==> src/design/acr_consts.svh <==
// named constants for the converter configuration register block
// assumes inclusion by bare name from every design file that needs it
`ifndef ACR_CONSTS_SVH
`define ACR_CONSTS_SVH

// register map and reset
`define ACR_RS_CONFIG 3'h2
`define ACR_CFG_RESET 24'h00_0117
`define ACR_CFG_WRITE_MASK 24'h97_FFDF

// communications byte layout
`define ACR_CMD_WEN_BIT 7
`define ACR_CMD_RD_BIT 6
`define ACR_RS_MSB 5
`define ACR_RS_LSB 3

// configuration field positions
`define ACR_CHOP_BIT 23
`define ACR_REFERENCE_SOURCE_SELECT_BIT 20
`define ACR_PSEUDO_BIT 18
`define ACR_SHORT_BIT 17
`define ACR_TEMP_BIT 16
`define ACR_CH_MSB 15
`define ACR_CH_LSB 8
`define ACR_BURN_BIT 7
`define ACR_REFERENCE_MISSING_DETECT_ENABLE_BIT 6
`define ACR_BUF_BIT 4
`define ACR_UNIPOLAR_BIT 3
`define ACR_GAIN_MSB 2
`define ACR_GAIN_LSB 0

// serial bit counts and the channel count
`define ACR_CMD_LAST 5'h07
`define ACR_DATA_LAST 5'h17
`define ACR_RESET_ONES 6'h28
`define ACR_NUM_CHANNELS 8

// timing, filter word 96 with sinc4
`define ACR_CLK_HZ 10000000
`define ACR_MS_PER_S 1000
`define ACR_CONV_NOCHOP_MS 20
`define ACR_SETTLE_NOCHOP_MS 80
`define ACR_CONV_CHOP_MS 80
`define ACR_SETTLE_CHOP_MS 160

`endif

==> src/design/acr_pkg.sv <==
// types shared by the configuration register block
// assumes nothing beyond a SystemVerilog compiler
package acr_pkg;

   // serial engine states, gray along cmd -> wr/rd
   typedef enum logic [1:0] {
      acr_st_cmd = 2'b00,
      acr_st_wr = 2'b01,
      acr_st_rd = 2'b10
   } acr_state_t;

endpackage

==> src/design/acr_seq.sv <==
// channel sequencer with chop dependent conversion and settling timing
// assumes restart pulses whenever the configuration is rewritten
`include "acr_consts.svh"

module acr_seq #(
   parameter logic [23:0] CONV_NOCHOP = 24'h00_0001,
   parameter logic [23:0] SETTLE_NOCHOP = 24'h00_0001,
   parameter logic [23:0] CONV_CHOP = 24'h00_0001,
   parameter logic [23:0] SETTLE_CHOP = 24'h00_0001
) (
   input wire logic clk_sys,
   input wire logic resetn,
   input wire logic restart,
   input wire logic [7:0] channel_enable_bits,
   input wire logic chop_enable,
   output logic [2:0] active_channel,
   output logic conversion_done,
   output logic settling
);

   logic [23:0] cnt;
   logic [23:0] next_cnt;
   logic [2:0] next_chan;
   logic next_settle;
   logic next_done;
   logic [23:0] target;
   logic [2:0] nxt;

   // first enabled channel after cur, wrapping
   function automatic logic [2:0] acr_next_chan(input logic [7:0] en, input logic [2:0] cur);
      logic [2:0] res;
      logic [2:0] cand;
      logic found;
      res = cur;
      found = 1'b0;
      for (int i = 1; i <= `ACR_NUM_CHANNELS; i++) begin
         cand = cur + 3'(i);
         if (!found && en[cand]) begin
            res = cand;
            found = 1'b1;
         end
      end
      return res;
   endfunction

   always_comb begin
      // chop lengthens both periods
      if (chop_enable) begin
         target = settling ? SETTLE_CHOP : CONV_CHOP;
      end else begin
         target = settling ? SETTLE_NOCHOP : CONV_NOCHOP;
      end
      nxt = acr_next_chan(channel_enable_bits, active_channel);
      next_cnt = cnt + 24'h00_0001;
      next_chan = active_channel;
      next_settle = settling;
      next_done = 1'b0;
      if (restart || channel_enable_bits == 8'h00) begin
         next_cnt = 24'h00_0000;
         next_settle = 1'b1;
         next_chan = acr_next_chan(channel_enable_bits, 3'h7);
      end else if (cnt >= target - 24'h00_0001) begin
         // a channel change costs a full settling period
         next_cnt = 24'h00_0000;
         next_done = 1'b1;
         next_chan = nxt;
         next_settle = (nxt != active_channel);
      end
   end

   always_ff @(posedge clk_sys or negedge resetn) begin
      if (!resetn) begin
         cnt <= 24'h00_0000;
         active_channel <= 3'h0;
         settling <= 1'b1;
         conversion_done <= 1'b0;
      end else begin
         cnt <= next_cnt;
         active_channel <= next_chan;
         settling <= next_settle;
         conversion_done <= next_done;
      end
   end

endmodule

==> src/design/acr_top.sv <==
// converter configuration register behind a three-wire serial port
// assumes the serial pins are asynchronous to clk_sys and far slower than it
`include "acr_consts.svh"

module acr_top #(
   parameter logic [23:0] CONV_NOCHOP_CYCLES = 24'(`ACR_CONV_NOCHOP_MS * (`ACR_CLK_HZ / `ACR_MS_PER_S)),
   parameter logic [23:0] SETTLE_NOCHOP_CYCLES = 24'(`ACR_SETTLE_NOCHOP_MS * (`ACR_CLK_HZ / `ACR_MS_PER_S)),
   parameter logic [23:0] CONV_CHOP_CYCLES = 24'(`ACR_CONV_CHOP_MS * (`ACR_CLK_HZ / `ACR_MS_PER_S)),
   parameter logic [23:0] SETTLE_CHOP_CYCLES = 24'(`ACR_SETTLE_CHOP_MS * (`ACR_CLK_HZ / `ACR_MS_PER_S))
) (
   input wire logic clk_sys,
   input wire logic resetn,
   input wire logic serial_clk,
   input wire logic serial_din,
   input wire logic chip_select_n,
   output logic serial_dout,
   output logic serial_dout_oe,
   output logic chop_enable,
   output logic offset_removal_active,
   output logic reference_source_select,
   output logic pseudo_differential,
   output logic short_enable,
   output logic temp_sensor_enable,
   output logic [7:0] channel_enable_bits,
   output logic burnout_enable,
   output logic reference_missing_detect_enable,
   output logic buffer_enable,
   output logic unipolar,
   output logic [2:0] gain_code,
   output logic [2:0] active_channel,
   output logic conversion_done,
   output logic settling
);

   // two stage synchronisers, plus one more stage of clock for edges
   logic [1:0] sclk_meta;
   logic sclk_prev;
   logic [1:0] din_meta;
   logic [1:0] csn_meta;
   logic sclk_s;
   logic din_s;
   logic csn_s;
   logic sclk_rise;
   logic sclk_fall;

   assign sclk_s = sclk_meta[1];
   assign din_s = din_meta[1];
   assign csn_s = csn_meta[1];
   assign sclk_rise = sclk_s && !sclk_prev;
   assign sclk_fall = !sclk_s && sclk_prev;

   always_ff @(posedge clk_sys or negedge resetn) begin
      if (!resetn) begin
         sclk_meta <= 2'h3;
         sclk_prev <= 1'b1;
         din_meta <= 2'h3;
         csn_meta <= 2'h3;
      end else begin
         sclk_meta <= {sclk_meta[0], serial_clk};
         sclk_prev <= sclk_s;
         din_meta <= {din_meta[0], serial_din};
         csn_meta <= {csn_meta[0], chip_select_n};
      end
   end

   // serial engine and the register itself
   acr_pkg::acr_state_t state;
   acr_pkg::acr_state_t next_state;
   logic [4:0] bit_cnt;
   logic [4:0] next_bit_cnt;
   logic [23:0] shift;
   logic [23:0] next_shift;
   logic [23:0] cfg;
   logic [23:0] next_cfg;
   logic [5:0] ones;
   logic [5:0] next_ones;
   logic next_dout;
   logic restart;
   logic next_restart;
   logic [23:0] sh_in;

   always_comb begin
      next_state = state;
      next_bit_cnt = bit_cnt;
      next_shift = shift;
      next_cfg = cfg;
      next_ones = ones;
      next_dout = serial_dout;
      next_restart = 1'b0;
      sh_in = {shift[22:0], din_s};
      if (csn_s) begin
         // deselect abandons any transfer in progress
         next_state = acr_pkg::acr_st_cmd;
         next_bit_cnt = 5'h00;
         next_ones = 6'h00;
      end else if (sclk_rise) begin
         next_ones = din_s ? ones + 6'h01 : 6'h00;
         next_bit_cnt = bit_cnt + 5'h01;
         unique case (state)
            acr_pkg::acr_st_cmd: begin
               next_shift = sh_in;
               if (bit_cnt == `ACR_CMD_LAST) begin
                  next_bit_cnt = 5'h00;
                  // only a valid command to this register opens a transfer
                  if (!sh_in[`ACR_CMD_WEN_BIT] && sh_in[`ACR_RS_MSB:`ACR_RS_LSB] == `ACR_RS_CONFIG) begin
                     if (sh_in[`ACR_CMD_RD_BIT]) begin
                        next_state = acr_pkg::acr_st_rd;
                        next_shift = cfg;
                     end else begin
                        next_state = acr_pkg::acr_st_wr;
                     end
                  end
               end
            end
            acr_pkg::acr_st_wr: begin
               next_shift = sh_in;
               if (bit_cnt == `ACR_DATA_LAST) begin
                  // reserved bits are stored as zero whatever is sent
                  next_cfg = sh_in & `ACR_CFG_WRITE_MASK;
                  next_restart = 1'b1;
                  next_bit_cnt = 5'h00;
                  next_state = acr_pkg::acr_st_cmd;
               end
            end
            acr_pkg::acr_st_rd: begin
               if (bit_cnt == `ACR_DATA_LAST) begin
                  next_bit_cnt = 5'h00;
                  next_state = acr_pkg::acr_st_cmd;
               end
            end
            default: begin
               next_bit_cnt = 5'h00;
               next_state = acr_pkg::acr_st_cmd;
            end
         endcase
         // forty ones in a row reset the serial side and the register
         if (din_s && ones + 6'h01 == `ACR_RESET_ONES) begin
            next_cfg = `ACR_CFG_RESET;
            next_restart = 1'b1;
            next_ones = 6'h00;
            next_bit_cnt = 5'h00;
            next_state = acr_pkg::acr_st_cmd;
         end
      end else if (sclk_fall && state == acr_pkg::acr_st_rd) begin
         // present on falling edge, host samples on rising edge
         next_dout = shift[23];
         next_shift = {shift[22:0], 1'b0};
      end
   end

   always_ff @(posedge clk_sys or negedge resetn) begin
      if (!resetn) begin
         state <= acr_pkg::acr_st_cmd;
         bit_cnt <= 5'h00;
         shift <= 24'h00_0000;
         cfg <= `ACR_CFG_RESET;
         ones <= 6'h00;
         serial_dout <= 1'b1;
         restart <= 1'b1;
      end else begin
         state <= next_state;
         bit_cnt <= next_bit_cnt;
         shift <= next_shift;
         cfg <= next_cfg;
         ones <= next_ones;
         serial_dout <= next_dout;
         restart <= next_restart;
      end
   end

   // decoded configuration outputs, each from its own flop
   logic next_burn;

   always_comb begin
      next_burn = cfg[`ACR_BURN_BIT] && cfg[`ACR_BUF_BIT] && !cfg[`ACR_CHOP_BIT];
   end

   always_ff @(posedge clk_sys or negedge resetn) begin
      if (!resetn) begin
         serial_dout_oe <= 1'b0;
         chop_enable <= 1'b0;
         offset_removal_active <= 1'b0;
         reference_source_select <= 1'b0;
         pseudo_differential <= 1'b0;
         short_enable <= 1'b0;
         temp_sensor_enable <= 1'b0;
         channel_enable_bits <= 8'h00;
         burnout_enable <= 1'b0;
         reference_missing_detect_enable <= 1'b0;
         buffer_enable <= 1'b0;
         unipolar <= 1'b0;
         gain_code <= 3'h0;
      end else begin
         serial_dout_oe <= !csn_s;
         chop_enable <= cfg[`ACR_CHOP_BIT];
         offset_removal_active <= cfg[`ACR_CHOP_BIT];
         reference_source_select <= cfg[`ACR_REFERENCE_SOURCE_SELECT_BIT];
         pseudo_differential <= cfg[`ACR_PSEUDO_BIT];
         short_enable <= cfg[`ACR_SHORT_BIT];
         temp_sensor_enable <= cfg[`ACR_TEMP_BIT];
         channel_enable_bits <= cfg[`ACR_CH_MSB:`ACR_CH_LSB];
         burnout_enable <= next_burn;
         reference_missing_detect_enable <= cfg[`ACR_REFERENCE_MISSING_DETECT_ENABLE_BIT];
         buffer_enable <= cfg[`ACR_BUF_BIT];
         unipolar <= cfg[`ACR_UNIPOLAR_BIT];
         gain_code <= cfg[`ACR_GAIN_MSB:`ACR_GAIN_LSB];
      end
   end

   // conversion sequencing over enabled channels
   acr_seq #(
      .CONV_NOCHOP(CONV_NOCHOP_CYCLES),
      .SETTLE_NOCHOP(SETTLE_NOCHOP_CYCLES),
      .CONV_CHOP(CONV_CHOP_CYCLES),
      .SETTLE_CHOP(SETTLE_CHOP_CYCLES)
   ) u_seq (
      .clk_sys(clk_sys),
      .resetn(resetn),
      .restart(restart),
      .channel_enable_bits(cfg[`ACR_CH_MSB:`ACR_CH_LSB]),
      .chop_enable(cfg[`ACR_CHOP_BIT]),
      .active_channel(active_channel),
      .conversion_done(conversion_done),
      .settling(settling)
   );

endmodule

==> config.mk <==
export PLATFORM = sky130hd
export DESIGN_NAME = acr_top
export DESIGN_NICKNAME = d
export VERILOG_FILES = /design/src/design/acr_pkg.sv /design/src/design/acr_seq.sv /design/src/design/acr_top.sv
export VERILOG_INCLUDE_DIRS = /design/src /design/src/design
export SDC_FILE = /design/constraint.sdc
export NUM_CORES = 1
export LEC_CHECK = 0
export BUFFER_PORTS_ARGS = -buffer_cell sky130_fd_sc_hd__buf_4
export CORE_ASPECT_RATIO = 0.5
export CORE_MARGIN = 8
export CORE_UTILIZATION = 45
export DETAILED_ROUTE_END_ITERATION = 10
export PLACE_DENSITY = 0.64
export SKIP_LAST_GASP = 1
export SYNTH_ARGS = -nofsm -noshare
export SYNTH_HDL_FRONTEND = slang
export SYNTH_SLANG_ARGS = --single-unit
==> constraint.sdc <==
create_clock -name clk_sys -period 3.8 [get_ports clk_sys]
set_clock_uncertainty 0.05 [all_clocks]
set_input_delay 1.14 -clock clk_sys [delete_from_list [all_inputs] [get_ports clk_sys]]
set_output_delay 1.14 -clock clk_sys [all_outputs]
set_load 0.005 [all_outputs]
==> out/results.md <==
| Step | Parameter | Value |
|---|---|---|
| floorplanning | Die footprint | 18270 um^2 |
| yosys | Yosys warning count | 0 |
| sta | Total of endpoints with negative setup slack in the final report | 0 |
| clock tree | Number of gates resized after CTS | 0 |
| pwr | Switching share of power | 0.2542 |
| critical path | Crit path launch type | flop |
| sta | Pins Over Slew Limit | 0 |
| route | Number of nets still failing antenna checks after routing | 0 |
| clock tree | TritonCTS clock tree | done |
| sta | Final setup margin | 0.3652 ns |
| global route | Via count of the first global-routing pass | 4705 |
| yosys | Per-instance average area after synthesis | 9.845 um^2 |
| yosys | Most frequently used flop master after synthesis | sky130_fd_sc_hd__dfrtp_1 |
| global route | Wire length of the first global-routing pass | 22960 um |
| pwr | Clock Power Share | 0.462 |
| place | Minimum setup slack after placement | 0.3995 ns |
| yosys | Number of distinct library cells after synthesis | 62 |
| floorplanning | Starting Density | 0.4624 |
| pwr | Power per cell area | 466.6 nW/um^2 |
| floorplanning | Chip width | 183.3 um |
| global route | Total global routing track utilization | 0.1528 |
| yosys | Most area-hungry cell type in the Yosys netlist | sky130_fd_sc_hd__dfrtp_1 |
| cells and area | Number of antenna cells inserted | 0 |
| sta | RSZ-0062 raised after global routing | false |
| global route | Number of antenna violations at the first check in global routing | 0 |
| yosys | Number of synthesized register bits | 116 |
| global route | Pin count of the biggest net entering global routing | 58 |
| critical path | CP Data Required Time | 4.04 ns |
| cells and area | Most frequent cells in the layout | 101 x sky130_fd_sc_hd__dfrtp_1, 79 x sky130_fd_sc_hd__nand2_1, 68 x sky130_fd_sc_hd__nor2_1 |
| route | WL/cell | 14.94 um |
| pwr | Total internal power | 2.568 mW |
| flow run | Max-cap violations | 0 |
| sta | Worst slack on hold paths | 0.3051 ns |
| place | Number of buffers inserted by port buffering | 32 |
| route | Detailed-route vias per instance | 5.353 |
| floorplanning | Number of rows created at floorplan | 30 |
| cells and area | Layout Utilization | 0.5415 |
| cells and area | Area of the multi-input gates | 3196 um^2 |
| yosys | Number of cells produced by synthesis | 640 |
| cells and area | Fraction of layout cells with a size suffix above 1 | 0.1710 |
| cells and area | Footprint of the flip-flops and latches | 2922 um^2 |
| critical path | Worst Path Max Fanout | 7 |
| clock tree | Post-CTS Hold Fix Bufs | 0 |
| pwr | Pwr Total | 3.443 mW |
| sta | Period minus WS final | 3.435 ns |
| clock tree | Buffers inserted by post-CTS timing repair | 0 |
| pwr | Peak supply drop | 0.0003261 V |
| yosys | Post-synthesis cell area | 6301 um^2 |
| sta | Headroom to the max-slew limit | 0.3252 |
| sta | Transition time at the pin with the least slew margin | 1.012 ns |
| pwr | Flop pwr share | 0.432 |
| clock tree | Number of sinks driven by the clock tree | 116 |
| route | Routed Wire Length | 13180 um |
| global route | Overflow left after global routing | 0 |
| place | Final weighted congestion of routability-driven global placement | 0.8115 |
| yosys | Synth async-reset ratio | 1.000 |
| cells and area | Layout area overhead | 17.10% |
| yosys | Sequential element share of the synthesized area | 0.4637 |
| place | Detail Placement HPWL | 9013 um |
| floorplanning | Core footprint | 13630 um^2 |
| critical path | Worst setup EP type | flop |
| route | Via count of the routed design | 4721 |
| yosys | Dominant cells by area after synthesis | sky130_fd_sc_hd__dfrtp_1 40%, sky130_fd_sc_hd__ha_1 6.6%, sky130_fd_sc_hd__dfstp_2 6.3% |
| clock tree | Clk slew on worst S/H paths | 0.05 ns |
| yosys | Share of the synthesized area in the top cell type | 0.4011 |
| critical path | Data arrival time of the critical path | 3.68 ns |
| route | DRC | 0 |
| sta | Final count of hold timing violations | 0 |
| clock tree | Deepest level of the CTS H-tree | 4 |
| worst hold path | Worst Hold Class | flop to flop |
| cells and area | Most common library cell in the layout ignoring fill and taps | sky130_fd_sc_hd__dfrtp_1 |
| sta | Setup_tns | 0 ns |
| route | Number of detailed-routing iterations run before antenna repair | 5 |
| clock tree | Insertion delay to the later sink of the worst-skew pair | 0.41 ns |
| clock tree | Root buf cell | sky130_fd_sc_hd__clkbuf_16 |
| floorplanning | Num ports | 33 |
| cells and area | Fill cells | 1157 |
| floorplanning | Die Height | 99.68 um |
| pwr | Lkg Pwr | 3.431 nW |
| sta | Final period util | 0.9039 |
| clock tree | CTS Buf Count | 17 |
| clock tree | Maximum clock insertion buffer count | 2 |
| yosys | Number of enable-type register cells in the synthesized netlist | 0 |
| route | Iter 0 DRT Violations | 281 |
| cells and area | Net total in the final layout | 715 |
| sta | Maximum frequency from static timing analysis | 0.2911 GHz |
| critical path | Crit path kind | flop to flop |
| outcome | Status | complete, no violations |
| pwr | Part of the total power dissipated in combinational logic | 0.106 |
| pwr | P_sw | 0.8752 mW |
-- per-layer routing --
layer / vias to the layer above / GRT usage / share of wire
li1: 2334 / - / -
met1: 2311 / 0.2028 / 0.49
met2: 68 / 0.2453 / 0.46
met3: 8 / 0.03565 / 0.038
met4: 0 / 0.04596 / 0.0061
met5: - / 0 / 0
-- synth_stat cells (3+ instances only) --
master and count:
sky130_fd_sc_hd__o211a_1 3, sky130_fd_sc_hd__dfrtp_1 101, sky130_fd_sc_hd__nand3_1 17, sky130_fd_sc_hd__nand2_1 79, sky130_fd_sc_hd__inv_1 18, sky130_fd_sc_hd__mux4_1 3, sky130_fd_sc_hd__a21oi_1 49, sky130_fd_sc_hd__nor4_1 3
sky130_fd_sc_hd__xnor2_1 15, sky130_fd_sc_hd__dfstp_2 15, sky130_fd_sc_hd__buf_2 3, sky130_fd_sc_hd__clkbuf_1 23, sky130_fd_sc_hd__nor3_1 11, sky130_fd_sc_hd__mux2_2 10, sky130_fd_sc_hd__or3_1 4, sky130_fd_sc_hd__o21ai_0 39
sky130_fd_sc_hd__mux2i_1 28, sky130_fd_sc_hd__a22o_1 3, sky130_fd_sc_hd__a21o_1 13, sky130_fd_sc_hd__mux2_4 4, sky130_fd_sc_hd__ha_1 33, sky130_fd_sc_hd__mux4_2 6, sky130_fd_sc_hd__a31oi_1 3, sky130_fd_sc_hd__nand4b_1 3
sky130_fd_sc_hd__xor2_1 10, sky130_fd_sc_hd__and3_1 8, sky130_fd_sc_hd__nor2_1 70, sky130_fd_sc_hd__nor2b_1 7, sky130_fd_sc_hd__and2_1 5, sky130_fd_sc_hd__nand4_1 7, sky130_fd_sc_hd__nand2b_1 5
-- through the flow --
stage	cell area (um^2)	cells
floorplan	6312	643
global placement	6787	850
detailed placement	6787	850
CTS	7378	882
global route	7378	882
finish	7378	882
-- registers in the layout (all words and copies together) (netlist names), 2 cells and up --
| name | count |
|---|---|
| channel_enable_bits | 8 |
| din_meta | 2 |
| cfg | 20 |
| u_seq.active_channel | 3 |
| state | 2 |
| u_seq.cnt | 24 |
| shift | 24 |
| gain_code | 3 |
| csn_meta | 2 |
| sclk_meta | 2 |
| bit_cnt | 5 |
| ones | 6 |
-- final timing paths --
kind / startpoint / endpoint / slack (ns) / cells past startpoint
setup / recovery: u_seq.active_channel[1] / u_seq.active_channel[1] / 0.37 / 10
hold / removal: csn_meta[0] / csn_meta[1] / 0.31 / 0
setup reg to reg: u_seq.active_channel[1] / u_seq.active_channel[1] / 0.37 / 10
hold reg to reg: csn_meta[0] / csn_meta[1] / 0.31 / 0
max in group asynchronous: resetn / u_seq.settling / 2.31 / 2
min in group asynchronous: resetn / ones[0] / 0.66 / 1
-- cell families after synthesis --
kind of cell,count (synthesis),share of synthesized area
other,1,0.0005951
AOI/OAI and AO/OA,136,0.1301
muxes,51,0.1058
buffers and inverters,50,0.03276
adders and majority gates,33,0.06553
DFF,116,0.4637
and+or+nand+nor,228,0.1668
xor gates and xnor gates,25,0.03475
-- worst max-delay path, stage by stage (launching register included) --
cell and delay (ns):
sky130_fd_sc_hd__dfrtp_1 0.35, sky130_fd_sc_hd__clkinv_1 0.09, sky130_fd_sc_hd__ha_1 0.22, sky130_fd_sc_hd__xnor2_1 0.42, sky130_fd_sc_hd__mux4_2 0.65, sky130_fd_sc_hd__or4_4 0.53, sky130_fd_sc_hd__or3_4 0.41, sky130_fd_sc_hd__o21ai_2 0.06
sky130_fd_sc_hd__a21oi_1 0.05, sky130_fd_sc_hd__a211o_1 0.28, sky130_fd_sc_hd__a32o_1 0.20
-- area by class of cell --
cell class,instances,area share
multi-input combinational,477,0.4331
sequential,116,0.3960
clock buffer,19,0.05867
tap,192,0.03256
timing repair buffer,46,0.04850
inverter,19,0.009666
clock inverter,13,0.02154
-- power groups by stage --
stage	Clock (mW)	Combinational, mW	Sequential, mW
2_1_floorplan	0	0.275	1.47
3_3_place_gp	0	0.356	1.50
3_5_place_dp	0	0.368	1.50
4_1_cts	1.62	0.370	1.49
5_1_grt	1.68	0.428	1.51
6_report	1.59	0.366	1.49
(Power assumes the default switching activity.)
